<file path="src/verilog/acfg_pkg.sv">
// Function
// RQ1: Primary bit 7 picks internal or external clock
// RQ2: Primary bit 6 inverts clock for sync only
// RQ3: Primary ratio is 14 bits over two registers
// RQ4: Secondary bit 7 picks internal or external clock
// RQ5: Secondary bit 6 inverts clock for sync only
// RQ6: Secondary ratio is 14 bits over two registers
// RQ7: All four sync registers reset to zero
// RQ8: Status bit 7 flags sync to clock ratio error
// RQ9: Status bit 4 flags unsupported converter ratio
// RQ10: Status bit 3 flags invalid modulator rate
// RQ11: Status bit 2 flags PDM clock failure
// RQ12: Status bit 1 flags audio clock stopped 1ms
// RQ13: Status bits 6, 5, 0 read zero
// RQ14: Status register read-only, resets to zero
// RQ15: Controller bit makes port drive clocks; code drives the bit clock only with internal clock selected
// RQ16: One sync period per N selected clock edges
package acfg_pkg;

	// ----------------------------------------------------------------
	// Register map
	// ----------------------------------------------------------------
	localparam logic [7:0] PRI_FSYNC_GEN_CONTROL = 8'h38;
	localparam logic [7:0] PRI_BCLK_RATIO_LOW = 8'h39;
	localparam logic [7:0] SEC_FSYNC_GEN_CONTROL = 8'h3A;
	localparam logic [7:0] SEC_BCLK_RATIO_LOW = 8'h3B;
	localparam logic [7:0] CLOCK_ERROR_STATUS_FIRST = 8'h3C;
	localparam logic [7:0] PORT_MODE_CONTROL = 8'h40;
	localparam logic [7:0] IRQ_STATUS = 8'h41;
	localparam logic [7:0] IRQ_MASK = 8'h42;
	localparam logic [7:0] REG_RESET = 8'h00;

	// ----------------------------------------------------------------
	// Field positions
	// ----------------------------------------------------------------
	localparam int INT_SEL_BIT = 7;
	localparam int INVERT_BIT = 6;
	localparam int RATIO_HIGH_MSB = 5;
	localparam int ST_RATIO_BIT = 7;
	localparam int ST_CONV_BIT = 4;
	localparam int ST_MOD_BIT = 3;
	localparam int ST_PDM_BIT = 2;
	localparam int ST_STOP_BIT = 1;
	localparam int PRI_CTRL_BIT = 0;
	localparam int SEC_CTRL_BIT = 1;

	// ----------------------------------------------------------------
	// Timing
	// ----------------------------------------------------------------
	localparam int CLK_FREQ_HZ = 20000000;
	localparam int STOP_TIME_US = 1000;
	localparam int STOP_CYC = (CLK_FREQ_HZ / 1000000) * STOP_TIME_US;
	localparam int INT_BCLK_HALF = 4;

	typedef struct packed {
		logic int_sel;
		logic invert;
		logic [13:0] ratio;
	} acfg_fsgen_s;

	typedef enum logic [1:0] {
		FS_IDLE = 2'b00,
		FS_RUN = 2'b01
	} acfg_fs_e;

endpackage

</file>
<file path="src/verilog/acfg_top.sv">
`timescale 1ns/10ps
module acfg_top #(
	parameter int STOP_CYC = acfg_pkg::STOP_CYC,
	parameter int INT_BCLK_HALF = acfg_pkg::INT_BCLK_HALF
) (
	input wire logic clock,
	input wire logic sys_rst,
	input wire logic clk_en,
	input wire logic [7:0] reg_addr,
	input wire logic [7:0] reg_wdata,
	input wire logic reg_wr,
	input wire logic reg_rd,
	output logic [7:0] reg_rdata,
	input wire logic [1:0] bclk_in,
	output logic [1:0] bclk_out,
	output logic [1:0] bclk_oe,
	input wire logic [1:0] fsync_in,
	output logic [1:0] fsync_out,
	output logic [1:0] fsync_oe,
	input wire logic converter_ratio_error,
	input wire logic src_custom_ratio,
	input wire logic modulator_rate_error,
	input wire logic pdm_clock_gen_error,
	output logic irq
);

	// ----------------------------------------------------------------
	// Register bus decode
	// ----------------------------------------------------------------
	logic [7:0] ctl_r [1:0];
	logic [7:0] low_r [1:0];
	logic [1:0] mode_r;
	logic [7:0] irq_st_r;
	logic [7:0] irq_mask_r;
	logic [7:0] status_r;
	logic [7:0] status_d_r;
	logic [7:0] reg_rdata_r;
	logic irq_r;
	logic [7:0] rd_mux;
	logic [1:0] wr_ctl;
	logic [1:0] wr_low;
	logic wr_mode;
	logic wr_iclr;
	logic wr_mask;
	logic [7:0] irq_ev;
	logic [7:0] irq_st_nxt;
	acfg_pkg::acfg_fsgen_s cfg [1:0];

	function automatic logic hit(input logic [7:0] a, input logic [7:0] o);
		hit = (a == o);
	endfunction

	assign wr_ctl[0] = reg_wr & hit(reg_addr, acfg_pkg::PRI_FSYNC_GEN_CONTROL);
	assign wr_ctl[1] = reg_wr & hit(reg_addr, acfg_pkg::SEC_FSYNC_GEN_CONTROL);
	assign wr_low[0] = reg_wr & hit(reg_addr, acfg_pkg::PRI_BCLK_RATIO_LOW);
	assign wr_low[1] = reg_wr & hit(reg_addr, acfg_pkg::SEC_BCLK_RATIO_LOW);
	assign wr_mode = reg_wr & hit(reg_addr, acfg_pkg::PORT_MODE_CONTROL);
	assign wr_iclr = reg_wr & hit(reg_addr, acfg_pkg::IRQ_STATUS);
	assign wr_mask = reg_wr & hit(reg_addr, acfg_pkg::IRQ_MASK);

	// Status register has no write decode at all
	assign rd_mux =
		hit(reg_addr, acfg_pkg::PRI_FSYNC_GEN_CONTROL) ? ctl_r[0] :
		hit(reg_addr, acfg_pkg::PRI_BCLK_RATIO_LOW) ? low_r[0] :
		hit(reg_addr, acfg_pkg::SEC_FSYNC_GEN_CONTROL) ? ctl_r[1] :
		hit(reg_addr, acfg_pkg::SEC_BCLK_RATIO_LOW) ? low_r[1] :
		hit(reg_addr, acfg_pkg::CLOCK_ERROR_STATUS_FIRST) ? status_r :
		hit(reg_addr, acfg_pkg::PORT_MODE_CONTROL) ? {6'h00, mode_r} :
		hit(reg_addr, acfg_pkg::IRQ_STATUS) ? irq_st_r :
		hit(reg_addr, acfg_pkg::IRQ_MASK) ? irq_mask_r :
		8'h00; // see RQ14

	// ----------------------------------------------------------------
	// Configuration registers
	// ----------------------------------------------------------------
	always_ff @(posedge clock) begin
		if (sys_rst) begin
			ctl_r[0] <= acfg_pkg::REG_RESET; // see RQ7
			ctl_r[1] <= acfg_pkg::REG_RESET; // see RQ7
			low_r[0] <= acfg_pkg::REG_RESET; // see RQ7
			low_r[1] <= acfg_pkg::REG_RESET; // see RQ7
			mode_r <= 2'h0;
			irq_mask_r <= acfg_pkg::REG_RESET;
		end else if (clk_en) begin
			if (wr_ctl[0])
				ctl_r[0] <= reg_wdata;
			if (wr_ctl[1])
				ctl_r[1] <= reg_wdata;
			if (wr_low[0])
				low_r[0] <= reg_wdata;
			if (wr_low[1])
				low_r[1] <= reg_wdata;
			if (wr_mode)
				mode_r <= reg_wdata[1:0];
			if (wr_mask)
				irq_mask_r <= reg_wdata;
		end
	end

	always_ff @(posedge clock) begin
		if (sys_rst) begin
			reg_rdata_r <= 8'h00;
		end else if (clk_en) begin
			// Data stands only in the cycle after the read strobe
			reg_rdata_r <= reg_rd ? rd_mux : 8'h00;
		end
	end

	assign reg_rdata = reg_rdata_r;

	// ----------------------------------------------------------------
	// Field unpacking
	// ----------------------------------------------------------------
	genvar gi;
	generate
		for (gi = 0; gi < 2; gi++) begin : g_cfg
			assign cfg[gi].int_sel = ctl_r[gi][acfg_pkg::INT_SEL_BIT];
			assign cfg[gi].invert = ctl_r[gi][acfg_pkg::INVERT_BIT];
			// High six bits in the control register, low byte after it
			assign cfg[gi].ratio =
				{ctl_r[gi][acfg_pkg::RATIO_HIGH_MSB:0], low_r[gi]}; // see RQ3 RQ6
		end
	endgenerate

	// ----------------------------------------------------------------
	// Internal bit clock divider
	// ----------------------------------------------------------------
	logic [15:0] div_cnt_r;
	logic int_bclk_r;
	logic div_wrap;

	assign div_wrap = (div_cnt_r == 16'(INT_BCLK_HALF - 1));

	always_ff @(posedge clock) begin
		if (sys_rst) begin
			div_cnt_r <= 16'h0000;
			int_bclk_r <= 1'b0;
		end else if (clk_en) begin
			div_cnt_r <= div_wrap ? 16'h0000 : div_cnt_r + 16'h0001;
			if (div_wrap)
				int_bclk_r <= ~int_bclk_r;
		end
	end

	// ----------------------------------------------------------------
	// Per-port sync, frame sync generation and ratio check
	// ----------------------------------------------------------------
	logic [1:0] bclk_s1_r;
	logic [1:0] bclk_s2_r;
	logic [1:0] bclk_d_r;
	logic [1:0] fs_s1_r;
	logic [1:0] fs_s2_r;
	logic [1:0] fs_d_r;
	logic [1:0] ratio_err_r;
	logic [1:0] fsync_out_r;
	logic [1:0] bclk_out_r;
	logic [1:0] bclk_oe_r;
	logic [1:0] fsync_oe_r;

	always_ff @(posedge clock) begin
		if (sys_rst) begin
			bclk_s1_r <= 2'h0;
			bclk_s2_r <= 2'h0;
			bclk_d_r <= 2'h0;
			fs_s1_r <= 2'h0;
			fs_s2_r <= 2'h0;
			fs_d_r <= 2'h0;
		end else if (clk_en) begin
			bclk_s1_r <= bclk_in;
			bclk_s2_r <= bclk_s1_r;
			bclk_d_r <= bclk_s2_r;
			fs_s1_r <= fsync_in;
			fs_s2_r <= fs_s1_r;
			fs_d_r <= fs_s2_r;
		end
	end

	generate
		for (gi = 0; gi < 2; gi++) begin : g_port
			acfg_pkg::acfg_fs_e state_r;
			acfg_pkg::acfg_fs_e state_nxt;
			logic [13:0] gen_cnt_r;
			logic [13:0] gen_cnt_nxt;
			logic [13:0] chk_cnt_r;
			logic [13:0] high_len;
			logic sel_clk;
			logic fs_clk;
			logic fs_clk_d_r;
			logic gen_edge;
			logic ext_edge;
			logic fs_rise;
			logic ctrl;
			logic chk_clear;
			logic [13:0] chk_cnt_nxt;

			assign ctrl = mode_r[gi]; // see RQ15
			// Inversion touches only this path, pins see the true clock
			assign sel_clk = cfg[gi].int_sel ? int_bclk_r
				: bclk_s2_r[gi]; // see RQ1 RQ4
			assign fs_clk = sel_clk ^ cfg[gi].invert; // see RQ2 RQ5
			assign gen_edge = fs_clk & ~fs_clk_d_r;
			assign ext_edge = bclk_s2_r[gi] & ~bclk_d_r[gi];
			assign fs_rise = fs_s2_r[gi] & ~fs_d_r[gi];
			assign state_nxt = (ctrl && cfg[gi].ratio != 14'h0000)
				? acfg_pkg::FS_RUN : acfg_pkg::FS_IDLE;
			assign gen_cnt_nxt = (gen_cnt_r >= cfg[gi].ratio - 14'h0001)
				? 14'h0000 : gen_cnt_r + 14'h0001; // see RQ16
			// Ratio of one holds the sync high on every edge instead of never raising it
			assign high_len = (cfg[gi].ratio < 14'h0002) ? 14'h0001
				: (cfg[gi].ratio >> 1);

			always_ff @(posedge clock) begin
				if (sys_rst) begin
					state_r <= acfg_pkg::FS_IDLE;
					fs_clk_d_r <= 1'b0;
				end else if (clk_en) begin
					state_r <= state_nxt;
					fs_clk_d_r <= fs_clk;
				end
			end

			always_ff @(posedge clock) begin
				if (sys_rst) begin
					gen_cnt_r <= 14'h0000;
					fsync_out_r[gi] <= 1'b0;
				end else if (clk_en) begin
					case (state_r)
						acfg_pkg::FS_IDLE: begin
							gen_cnt_r <= 14'h0000;
							fsync_out_r[gi] <= 1'b0;
						end
						acfg_pkg::FS_RUN: begin
							if (gen_edge) begin
								gen_cnt_r <= gen_cnt_nxt; // see RQ16
								fsync_out_r[gi] <= gen_cnt_nxt < high_len;
							end
						end
						default: begin
							gen_cnt_r <= 14'h0000;
							fsync_out_r[gi] <= 1'b0;
						end
					endcase
				end
			end

			// Target mode: count external edges per incoming frame
			// First frame after a ratio change is partial and may flag
			assign chk_clear = ctrl || (cfg[gi].ratio == 14'h0000);
			// Counter saturates so a stopped sync never wraps to a match
			assign chk_cnt_nxt = chk_clear ? 14'h0000
				: fs_rise ? {13'h0000, ext_edge}
				: (ext_edge && chk_cnt_r != 14'h3FFF)
				? chk_cnt_r + 14'h0001
				: chk_cnt_r;

			always_ff @(posedge clock) begin
				if (sys_rst) begin
					chk_cnt_r <= 14'h0000;
				end else if (clk_en) begin
					chk_cnt_r <= chk_cnt_nxt;
				end
			end

			always_ff @(posedge clock) begin
				if (sys_rst) begin
					ratio_err_r[gi] <= 1'b0;
				end else if (clk_en) begin
					if (chk_clear)
						ratio_err_r[gi] <= 1'b0;
					else if (fs_rise)
						ratio_err_r[gi] <= chk_cnt_r != cfg[gi].ratio; // see RQ8
				end
			end

			always_ff @(posedge clock) begin
				if (sys_rst) begin
					bclk_out_r[gi] <= 1'b0;
					bclk_oe_r[gi] <= 1'b0;
					fsync_oe_r[gi] <= 1'b0;
				end else if (clk_en) begin
					bclk_out_r[gi] <= int_bclk_r;
					bclk_oe_r[gi] <= ctrl & cfg[gi].int_sel; // see RQ15
					fsync_oe_r[gi] <= ctrl; // see RQ15
				end
			end
		end
	endgenerate

	assign fsync_out = fsync_out_r;
	assign fsync_oe = fsync_oe_r;
	assign bclk_out = bclk_out_r;
	assign bclk_oe = bclk_oe_r;

	// ----------------------------------------------------------------
	// Audio clock stop detection
	// ----------------------------------------------------------------
	// The primary external bit clock is taken as the audio clock source
	logic [31:0] stop_cnt_r;
	logic [31:0] stop_cnt_nxt;
	logic stopped_r;
	logic pri_edge;
	logic stop_full;

	// Both edges count, so a clock parked high or low is caught alike
	assign pri_edge = bclk_s2_r[0] ^ bclk_d_r[0];
	assign stop_full = (stop_cnt_r >= 32'(STOP_CYC));
	assign stop_cnt_nxt = pri_edge ? 32'h00000000
		: stop_full ? stop_cnt_r
		: stop_cnt_r + 32'h00000001;

	always_ff @(posedge clock) begin
		if (sys_rst) begin
			stop_cnt_r <= 32'h00000000;
		end else if (clk_en) begin
			stop_cnt_r <= stop_cnt_nxt;
		end
	end

	always_ff @(posedge clock) begin
		if (sys_rst) begin
			stopped_r <= 1'b0;
		end else if (clk_en) begin
			if (pri_edge)
				stopped_r <= 1'b0;
			else if (stop_full)
				stopped_r <= 1'b1; // see RQ12
		end
	end

	// ----------------------------------------------------------------
	// Status and interrupts
	// ----------------------------------------------------------------
	logic [7:0] status_nxt;
	logic irq_nxt;

	assign status_nxt = {
		|ratio_err_r, // see RQ8
		2'b00, // see RQ13
		converter_ratio_error & ~src_custom_ratio, // see RQ9
		modulator_rate_error, // see RQ10
		pdm_clock_gen_error, // see RQ11
		stopped_r, // see RQ12
		1'b0 // see RQ13
	};

	assign irq_ev = status_r & ~status_d_r;
	// A new event beats a clear in the same cycle
	assign irq_st_nxt = (irq_st_r & ~(wr_iclr ? reg_wdata : 8'h00)) | irq_ev;

	// Level output lags the sticky bits by one cycle
	assign irq_nxt = |(irq_st_r & irq_mask_r);

	always_ff @(posedge clock) begin
		if (sys_rst) begin
			status_r <= acfg_pkg::REG_RESET; // see RQ14
			status_d_r <= acfg_pkg::REG_RESET;
		end else if (clk_en) begin
			status_r <= status_nxt;
			status_d_r <= status_r;
		end
	end

	always_ff @(posedge clock) begin
		if (sys_rst) begin
			irq_st_r <= acfg_pkg::REG_RESET;
			irq_r <= 1'b0;
		end else if (clk_en) begin
			irq_st_r <= irq_st_nxt;
			irq_r <= irq_nxt;
		end
	end

	assign irq = irq_r;

endmodule

</file>
<file path="config.mk">
export PLATFORM = sky130hd
export DESIGN_NAME = acfg_top
export DESIGN_NICKNAME = d
export VERILOG_FILES = /design/src/verilog/acfg_pkg.sv /design/src/verilog/acfg_top.sv
export SDC_FILE = /design/constraint.sdc
export NUM_CORES = 1
export LEC_CHECK = 0
export CAP_MARGIN = 15
export CORE_MARGIN = 8
export CORE_UTILIZATION = 50
export CTS_CLUSTER_DIAMETER = 60
export DETAILED_ROUTE_END_ITERATION = 10
export DONT_BUFFER_PORTS = 1
export PLACE_DENSITY = 0.68
export SETUP_SLACK_MARGIN = 0.1
export SLEW_MARGIN = 20
export SYNTH_ARGS = -nofsm -noshare
export SYNTH_HDL_FRONTEND = slang
export SYNTH_SLANG_ARGS = --single-unit
</file>
<file path="constraint.sdc">
create_clock -name clock -period 4.8 [get_ports clock]
set_input_delay 0.96 -clock clock [delete_from_list [all_inputs] [get_ports clock]]
set_output_delay 0.96 -clock clock [all_outputs]
set_load 0.1 [all_outputs]
</file>
==> summary.txt, run 1 <==
STA
  • Slew @ Worst Pin: 1.080 ns
  • TNS Setup: 0 ns
  • Final Max Tran Viols: 0
  • Worst setup margin: 0.4564 ns
  • Slew headroom: 27.93%
  • Setup Viol. Count Final: 0
  • Period utilisation layout: 90.49%
  • Period minus WS final: 4.344 ns
  • Final Hold Fails: 0
  • Unrepaired setup endpoints after global routing: false
  • Skew final: 0.01093 ns
  • Fmax: 230.2 MHz
  • Worst hold slack: 0.4579 ns

Critical path
  • WP buf/inv: 1
  • Critical-path top delay cell: or3_4
  • Crit path DAT: 4.66 ns
  • CP Data Required Time: 5.12 ns
  • CP most frequent cell: nand2_1
  • CP Class: reg -> reg
  • Cells along the critical path: nor4_2, and2_1, nand2_1, nor2_1, xnor2_1, ha_1, a21oi_1, nand2_1, a211o_1, or3_4, buf_4, nor2_1, ha_1, nand4_1, a2111oi_2, nand2_1, o311a_1, o311ai_1, a22oi_1
  • Max stage delay on crit path: 0.46 ns
  • Critical Path Start Type: register
  • Crit-path leading delay family: simple AND/OR/NAND/NOR gates
  • CP Max Fanout: 9
  • Critical Path Sink Type: register

Floorplan
  • Initial core utilization: 50.48%
  • # rows: 55
  • Die Y: 166.5 um
  • Core ar.: 22430 um^2
  • Die Wd: 166.5 um
  • Die footprint: 27720 um^2
  • Ports: 46

Finish
  • Nets: 1407
  • Area growth from synthesis to final layout: 8.342%
  • Design Area, Final: 12270 um^2
  • Share of cells above drive strength 1: 5.794%

Synthesis
  • Register bit total from synthesis: 200
  • Top cells by area, synth: dfxtp_1 30%, edfxtp_1 8.5%, ha_1 6.9%
  • Syn Inst Count: 1336
  • Post-synthesis sequential area ratio: 38.18%
  • Mapped Nets: 1427
  • Post-synth EDFFs: 32
  • Prevailing post-synth register cell: dfxtp_1
  • Mapped cell area: 11320 um^2
  • Syn. warnings: 0
  • Syn_area_per_cell: 8.477 um^2
  • Distinct cells, synth: 75
  • Post-synth ARST share: 0%
  • Area leader, netlist: dfxtp_1
  • Share of Yosys cell area claimed by the top area cell type: 29.70%

GRT
  • Total congestion overflow: 0
  • Vias in the first global route: 9093
  • Largest net degree at the start of global routing: 79
  • Gr usage total: 21.16%
  • First-pass GRT wire length: 47830 um
  • Initial antenna violation count: 0

Placed design
  • Hpwl dp: 21600 um
  • Placed Instance Area: 11590 um^2
  • Port Buffers: 0
  • GP Congestion: 0.9153
  • Place WS: 0.06644 ns

Job
  • MaxCap Viol Count: 0

Routing
  • Starting DRT DRC Count: 729
  • Wirelength, routed: 29500 um
  • Via count: 9616
  • Post-route ant nets: 0
  • Avg WL per Cell: 18.26 um
  • # DRC: 0
  • Vias per inst: 5.954
  • TritonRoute pass-1 iters: 5

Min path
  • Hold crit path type: reg -> reg

Clock tree
  • Clock Tree Buf Depth: 2
  • CTS tree: yes
  • Root buf cell: clkbuf_16
  • Post-CTS Setup Bufs: 0
  • CTS Buf Count: 17
  • CTS resizes: 1
  • TritonCTS Sinks: 200
  • Hold Buf Count CTS: 0
  • H-tree depth: 4
  • Worst skew pair latency: 0.45 ns
  • Clk pin slew, worst setup/hold paths: 0.08 ns

Power
  • Switch Pwr: 0.9496 mW
  • Comb power frac: 5.8%
  • Worst VDD drop: 0.2027 mV
  • Switching share of total power: 27.29%
  • P_leak: 4.608 nW
  • Cell area power density: 283.6 nW/um^2
  • Clock power share: 43.1%
  • P_int: 2.530 mW
  • Seq pwr share: 51.2%

Run status
  • Status: complete, no violations
[stage by stage]
step | total power [mW] | utilization (%) | instances
floorplan | 1.972 | - | 1336
global placement | 2.011 | 51.65 | 1582
detailed placement | 2.015 | 51.65 | 1582
CTS | 3.500 | 54.44 | 1614
global route | 3.596 | 54.68 | 1614
finish | 3.480 | 54.69 | 1615
[layer usage]
metal / up-vias / routed length, um / GRT usage, %
met3: 51 / 2456 / 5.910
met2: 289 / 12600 / 31.98
met1: 4520 / 13570 / 28.23
met5: - / 0 / 0
met4: 0 / 871 / 8.226
li1: 4756 / - / -
[Yosys cell counts, types with 5 or more instances]
cell type,number
nor2_1,170
nand3_1,53
o22ai_1,5
or3_1,18
and2_1,35
clkbuf_1,46
edfxtp_1,32
mux2i_1,32
nor3_1,24
a32oi_1,8
nor2b_1,9
o31ai_1,5
inv_1,61
dfxtp_1,168
o21ai_1,14
nor4_1,21
a21oi_1,85
buf_1,5
nand4_1,32
o21ai_0,43
and4_1,9
nor3b_1,6
a22oi_1,9
a21o_1,8
o21a_1,9
a31oi_1,16
a2bb2oi_1,10
ha_1,62
nand2b_1,8
and3_1,15
xnor2_1,63
xor2_1,46
o211ai_1,11
a211oi_1,14
nand2_1,112
nand4b_1,5
[worst paths after layout]
path	startpoint	end	slack (ns)	cells past startpoint
worst max-delay path	low_r[0][5]$_DFFE_PP_	fsync_out[0]$_SDFFE_PP0P_	0.46	19
worst min-delay path	irq_st_r[0]$_SDFFE_PP0P_	irq_st_r[0]$_SDFFE_PP0P_	0.46	2
worst max register to register	low_r[0][5]$_DFFE_PP_	fsync_out[0]$_SDFFE_PP0P_	0.46	19
worst min register to register	irq_st_r[0]$_SDFFE_PP0P_	irq_st_r[0]$_SDFFE_PP0P_	0.46	2
[worst register-to-register path, stage by stage (launching register included)]
cell and delay [ns]:
edfxtp_1 0.41, nor4_2 0.33, and2_1 0.21, nand2_1 0.14, nor2_1 0.17, xnor2_1 0.13
ha_1 0.27, a21oi_1 0.16, nand2_1 0.08, a211o_1 0.34, or3_4 0.46, buf_4 0.19
nor2_1 0.13, ha_1 0.17, nand4_1 0.12, a2111oi_2 0.29, nand2_1 0.12, o311a_1 0.29
o311ai_1 0.09, a22oi_1 0.13
[flip-flops by register name (all words and copies together) (netlist names), 8 cells and up]
register and cells:
irq_st_r 8, div_cnt_r 16, g_port.gen_cnt_r 28, irq_mask_r 8
ctl_r 16, low_r 16, g_port.chk_cnt_r 28, reg_rdata 8
stop_cnt_r 32
[cell families (layout without fill, tap and decap cells)]
family,Yosys count,after routing,synth area share (%)
adder cells (fa/ha/maj),62,62,6.850
AND/OR/NAND/NOR,533,533,23.20
buffers and inverters,119,112,4.121
flip-flops,200,200,38.18
AO/OA/AOI/OAI,280,280,16.29
multiplexers,33,33,2.928
other,0,1,0
XOR/XNOR,109,109,8.430
[power by group through the flow]
stage | clock [mW] | combinational (mW) | sequential, mW
CTS | 1.52 | 0.199 | 1.78
floorplan | 0 | 0.178 | 1.79
detailed placement | 0 | 0.198 | 1.82
global route | 1.59 | 0.223 | 1.78
finish | 1.50 | 0.201 | 1.78
global placement | 0 | 0.194 | 1.82
[final cells by class]
class / count / area, um^2
tap: 285 / 356.6
clock buffer: 17 / 425.4
clock inverter: 15 / 198.9
sequential: 200 / 4325
inverter: 61 / 229.0
fill: 2087 / 10160
multi-input combinational: 1017 / 6589
antenna: 1 / 2.502
timing repair buffer: 19 / 142.6
[layout by cell type, fill, tap and decap left out, drive strengths merged, types with 10 or more instances in the layout]
cell     synthesis  layout
xor2            46      46
mux2i           32      32
a2bb2oi         10      10
a21oi           87      87
nand3           53      53
and2            35      35
o21ai           57      57
or3             19      19
nor3            24      24
edfxtp          32      32
nor2           170     170
and3            15      15
xnor2           63      63
ha              62      62
a31oi           16      16
a211oi          15      15
dfxtp          168     168
nor4            25      25
o211ai          11      11
inv             61      69
clkbuf          46      17
nand2          112     112
buf             12      19
nand4           32      32
Power figures use the tool's default switching activity.
==> run 2: changes to the inputs <==
==> constraint.sdc (replaced) <==
create_clock -name clock -period 4.8 [get_ports clock]
set_input_delay 0.96 -clock clock [delete_from_list [all_inputs] [get_ports clock]]
set_output_delay 0.96 -clock clock [all_outputs]
set_load 0.02 [all_outputs]
==> run 2 against run 1 <==
Net effect: global-route usage about the same; worst setup slack gained 0.027 ns; hold slack improved by 0.00076 ns; design area is 0.11% lower; clock-buffer cell count unchanged; register-to-register slack improved by 0.03 ns; critical path depth stayed put; largest cell class unchanged; combinational power about the same; non-clock buffer count did not move; via count grew 0.14%.
==> summary.txt, run 2 (synthesized netlist as in run 1, its figures left out) <==
STA
  • Skew final: 0.01023 ns
  • Period minus WS final: 4.317 ns
  • Period utilisation layout: 89.94%
  • Slew @ Worst Pin: 1.048 ns
  • Worst setup margin: 0.4831 ns
  • Final Hold Fails: 0
  • TNS Setup: 0 ns
  • Fmax: 231.6 MHz
  • Final Max Tran Viols: 0
  • Setup Viol. Count Final: 0
  • Worst hold slack: 0.4587 ns
  • Slew headroom: 29.82%
  • Unrepaired setup endpoints after global routing: false

Finish
  • Reg area: 4324 um^2
  • Nets: 1407
  • Max reg flops: 32
  • Commonest cells after routing, fill and taps aside: 170 x nor2_1, 168 x dfxtp_1, 111 x nand2_1
  • Reg with most FFs: stop_cnt_r
  • Number of antenna diodes: 0
  • Area taken by multi-input logic gates: 6580 um^2
  • Most common cell after layout, fill and taps aside: nor2_1
  • Fillcell total: 2049
  • Area growth from synthesis to final layout: 8.220%
  • Largest registers: stop_cnt_r (32), g_port.chk_cnt_r (28), g_port.gen_cnt_r (28)
  • Share of cells above drive strength 1: 5.643%
  • Non-filler cells, final: 1614

Placed design
  • Placed Cells: 1582
  • Hpwl dp: 21670 um
  • Port Buffers: 0
  • Place WS: 0.1794 ns
  • GP Congestion: 0.9140

GRT
  • Gr usage total: 21.21%
  • Vias in the first global route: 8924
  • Total congestion overflow: 0
  • First-pass GRT wire length: 47930 um
  • Largest net degree at the start of global routing: 79
  • Initial antenna violation count: 0

Clock tree
  • Worst skew pair latency: 0.45 ns
  • Root buf cell: clkbuf_16
  • H-tree depth: 4
  • Hold Buf Count CTS: 0
  • CTS resizes: 0
  • Clock Tree Buf Depth: 2
  • Clk pin slew, worst setup/hold paths: 0.08 ns
  • TritonCTS Sinks: 200
  • CTS tree: yes
  • CTS Buf Count: 17
  • Post-CTS Setup Bufs: 0

Routing
  • TritonRoute pass-1 iters: 5
  • Via count: 9629
  • Post-route ant nets: 0
  • # DRC: 0
  • Starting DRT DRC Count: 816
  • Avg WL per Cell: 18.48 um
  • Vias per inst: 5.966
  • Wirelength, routed: 29830 um

Critical path
  • Cells along the critical path: nor4_4, and2_4, nand2_1, nor3_1, xnor2_1, ha_1, nand4_1, nor2_1, a211o_1, or3_4, buf_4, nor2_1, ha_1, nand2_1, a2111oi_2, nand2_1, o311a_1, o311ai_1, a22oi_1
  • Reg2Reg Setup Slack: 0.48 ns
  • Critical Path Sink Type: register
  • Critical Path Start Type: register
  • Max stage delay on crit path: 0.46 ns
  • CP Class: reg -> reg
  • Critical-path top delay cell: or3_4
  • CP Data Required Time: 5.12 ns
  • Reg2reg path depth: 19
  • CP Max Fanout: 9
  • CP most frequent cell: nand2_1
  • Crit path DAT: 4.64 ns

Power
  • Worst VDD drop: 0.2415 mV
  • Cell area power density: 284.1 nW/um^2
  • P_leak: 4.606 nW

Floorplan
  • # rows: 55
  • Core ar.: 22430 um^2
  • Initial core utilization: 50.48%
  • Ports: 46
  • Die Wd: 166.5 um
  • Die footprint: 27720 um^2
  • Die Y: 166.5 um

Job
  • MaxCap Viol Count: 0

Run status
  • Status: complete, no violations

Min path
  • Hold crit path type: reg -> reg
  • Hold depth: 2
==> run 2: power breakdown <==
group          switching (mW)  internal (mW)
logic                   0.120         0.0812
registers              0.0455           1.73
clock network           0.786          0.721
total                   0.951           2.53
==> run 2: area by class of cell <==
class / instances / share of cell area (%)
clock buffer: 17 / 3.471
sequential: 200 / 35.28
inverter: 61 / 1.868
multi-input combinational: 1017 / 53.69
timing repair buffer: 19 / 1.164
tap: 285 / 2.910
clock inverter: 15 / 1.613
==> run 2: layer usage <==
layer	global-route usage (%)	wire, um	up-vias
li1	-	-	4736
met1	28.82	13450	4526
met2	32.59	13120	335
met3	5.603	2715	32
met4	6.110	541	0
met5	0	0	-
==> run 2: metrics by stage <==
step / area (um^2) / util [%] / power [mW]
6_report: 12260 / 54.63 / 3.482
5_1_grt: 12260 / 54.63 / 3.594
4_1_cts: 12210 / 54.42 / 3.496
3_5_place_dp: 11590 / 51.65 / 2.009
3_3_place_gp: 11590 / 51.65 / 2.005
2_1_floorplan: 11330 / - / 1.966
==> run 2: worst paths after layout <==
| path | from | endpoint |
|---|---|---|
| setup reg to reg | low_r[0][3]$_DFFE_PP_ | fsync_out[0]$_SDFFE_PP0P_ |
| hold / removal | irq_st_r[0]$_SDFFE_PP0P_ | irq_st_r[0]$_SDFFE_PP0P_ |
| setup / recovery | low_r[0][3]$_DFFE_PP_ | fsync_out[0]$_SDFFE_PP0P_ |
| hold reg to reg | irq_st_r[0]$_SDFFE_PP0P_ | irq_st_r[0]$_SDFFE_PP0P_ |
==> run 2: worst max-delay path: cells and delay by family, from the launching register on <==
family	cells	cell delay [ns]
and+or+nand+nor	10	1.82
AOI/OAI and AO/OA	5	1.18
DFF	1	0.45
adders and majority gates	2	0.40
buffers and inverters	1	0.19
xor gates and xnor gates	1	0.16
==> run 3: changes to the inputs <==
Settings changed: GPL_TIMING_DRIVEN set to 0.
==> run 3 against run 2 <==
Net effect: via count increased by 4.8%; fmax decreased by 5.2%; non-clock buffer count is 54 higher; clock skew grew 0.0043 ns; sequential power about the same; largest cell class unchanged; hold slack got worse by 0.0069 ns; total power grew 1.2%.
==> summary.txt, run 3 (synthesized netlist as in run 1, its figures left out) <==
STA
  • Final Hold Fails: 0
  • Unrepaired setup endpoints after global routing: true
  • Slew headroom: 25.89%
  • Fmax: 219.6 MHz
  • Period utilisation layout: 94.86%
  • Period minus WS final: 4.553 ns
  • Slew @ Worst Pin: 1.103 ns
  • Skew final: 0.01452 ns
  • Final Max Tran Viols: 0
  • Worst hold slack: 0.4518 ns
  • Setup Viol. Count Final: 0

Floorplan
  • Core ar.: 22430 um^2
  • Die Wd: 166.5 um
  • Initial core utilization: 50.48%
  • Die footprint: 27720 um^2
  • Ports: 46
  • Die Y: 166.5 um
  • # rows: 55

Finish
  • Commonest cells after routing, fill and taps aside: 168 x dfxtp_1, 166 x nor2_1, 108 x nand2_1
  • Nets: 1461
  • Most common cell after layout, fill and taps aside: dfxtp_1
  • Number of antenna diodes: 0
  • Largest registers: stop_cnt_r (32), g_port.chk_cnt_r (28), g_port.gen_cnt_r (28)
  • Max reg flops: 32
  • Core Util, Final: 56.43%
  • Share of cells above drive strength 1: 7.448%
  • Area growth from synthesis to final layout: 11.79%
  • Reg with most FFs: stop_cnt_r

GRT
  • Gr usage total: 22.86%
  • First-pass GRT wire length: 50630 um
  • Total congestion overflow: 0
  • Largest net degree at the start of global routing: 23
  • Initial antenna violation count: 0
  • Vias in the first global route: 9129

Clock tree
  • Worst skew pair latency: 0.45 ns
  • H-tree depth: 4
  • CTS Buf Count: 17
  • Root buf cell: clkbuf_16
  • Clk pin slew, worst setup/hold paths: 0.08 ns
  • Clock Tree Buf Depth: 2
  • Hold Buf Count CTS: 0
  • TritonCTS Sinks: 200
  • CTS tree: yes

Power
  • Cell area power density: 278.3 nW/um^2
  • P_leak: 4.743 nW
  • Worst VDD drop: 0.2145 mV

Critical path
  • Critical Path Sink Type: register
  • CP Class: reg -> reg
  • Reg2reg start: low_r[0][5]$_DFFE_PP_
  • Reg2Reg Setup Slack: 0.25 ns
  • Crit path DAT: 4.88 ns
  • CP Data Required Time: 5.13 ns
  • Worst reg2reg path endpoint: fsync_out[0]$_SDFFE_PP0P_
  • Critical Path Start Type: register
  • Reg2reg path depth: 20
  • CP Max Fanout: 6

Routing
  • Starting DRT DRC Count: 877
  • Avg WL per Cell: 19.61 um
  • Wirelength, routed: 32710 um
  • Post-route ant nets: 0
  • TritonRoute pass-1 iters: 5
  • Vias per inst: 6.047
  • # DRC: 0
  • Via count: 10087

Run status
  • Status: complete, no violations

Min path
  • Worst Hold End: irq_st_r[0]$_SDFFE_PP0P_
  • Hold depth: 2
  • Hold crit path type: reg -> reg
  • Worst Min Path Start: irq_st_r[0]$_SDFFE_PP0P_

Placed design
  • GP Congestion: 0.9782
  • Hpwl dp: 23780 um
  • Port Buffers: 0

Job
  • MaxCap Viol Count: 0
[run 3: through the flow]
stage	setup TNS [ns]	setup slack [ns]	total power [mW]	instances	instance area, um^2
after global placement	-1.025	-0.7344	2.043	1621	11680
after global routing	0	0.02125	3.628	1668	12660
final	0	0.2468	3.523	1668	12660
after floorplan	0	0.1596	1.966	1336	11330
after detailed placement	-1.106	-0.8168	2.049	1621	11700
after CTS	0	0.04727	3.518	1653	12390
[run 3: cell type report]
class	count	area, um^2
clock inverter	15	192.7
fill	2029	9774
clock buffer	17	425.4
tap	285	356.6
multi-input combinational	1017	6745
inverter	61	229.0
buffer	56	255.2
timing repair buffer	17	131.4
sequential	200	4324
[run 3: per-layer routing]
| layer | global-route usage, % | part of all wire, % |
|---|---|---|
| met1 | 31.68 | 44 |
| met4 | 7.207 | 2.5 |
| met5 | 0 | 0 |
| met3 | 5.603 | 9.7 |
| met2 | 34.43 | 43 |
[run 3: worst max path at each step]
| stage | slack (ns) | endpoint | from |
|---|---|---|---|
| 6_report | 0.25 | fsync_out[0]$_SDFFE_PP0P_ | low_r[0][5]$_DFFE_PP_ |
| 5_1_grt | 0.02 | fsync_out[0]$_SDFFE_PP0P_ | low_r[0][5]$_DFFE_PP_ |
| 4_1_cts | 0.05 | fsync_out[0]$_SDFFE_PP0P_ | low_r[0][5]$_DFFE_PP_ |
| 3_5_place_dp | -0.82 | fsync_out[0]$_SDFFE_PP0P_ | low_r[0][3]$_DFFE_PP_ |
| 3_3_place_gp | -0.73 | fsync_out[0]$_SDFFE_PP0P_ | low_r[0][3]$_DFFE_PP_ |
| 2_1_floorplan | 0.16 | fsync_out[0]$_SDFFE_PP0P_ | low_r[0][3]$_DFFE_PP_ |
[run 3: power by group]
part	internal, mW	switching [mW]	total (mW)
clock network	0.717	0.773	1.49
logic	0.0903	0.173	0.264
registers	1.73	0.0406	1.77
total	2.54	0.987	3.52
[run 3: critical path, stage by stage (launching register included)]
cell and delay (ns):
edfxtp_1 0.50, nor4_4 0.33, and2_4 0.23, nand2_4 0.07
nor4_4 0.23, xnor2_1 0.11, ha_1 0.30, nand4_1 0.14
or3_4 0.42, a21oi_4 0.16, or3_4 0.17, buf_8 0.12
buf_6 0.11, nor2_1 0.05, ha_1 0.30, nand4_1 0.17
a2111oi_4 0.29, nand2_2 0.13, o311a_1 0.41, o311ai_4 0.09
a22oi_1 0.12
[run 3: repair_timing]
| action | 4_1_cts | 5_1_grt |
|---|---|---|
| buffers inserted | 1 | 16 |
| pin swaps | 1 | 21 |
| setup endpoints to repair | 2 | 2 |
| resized for setup | 18 | 37 |
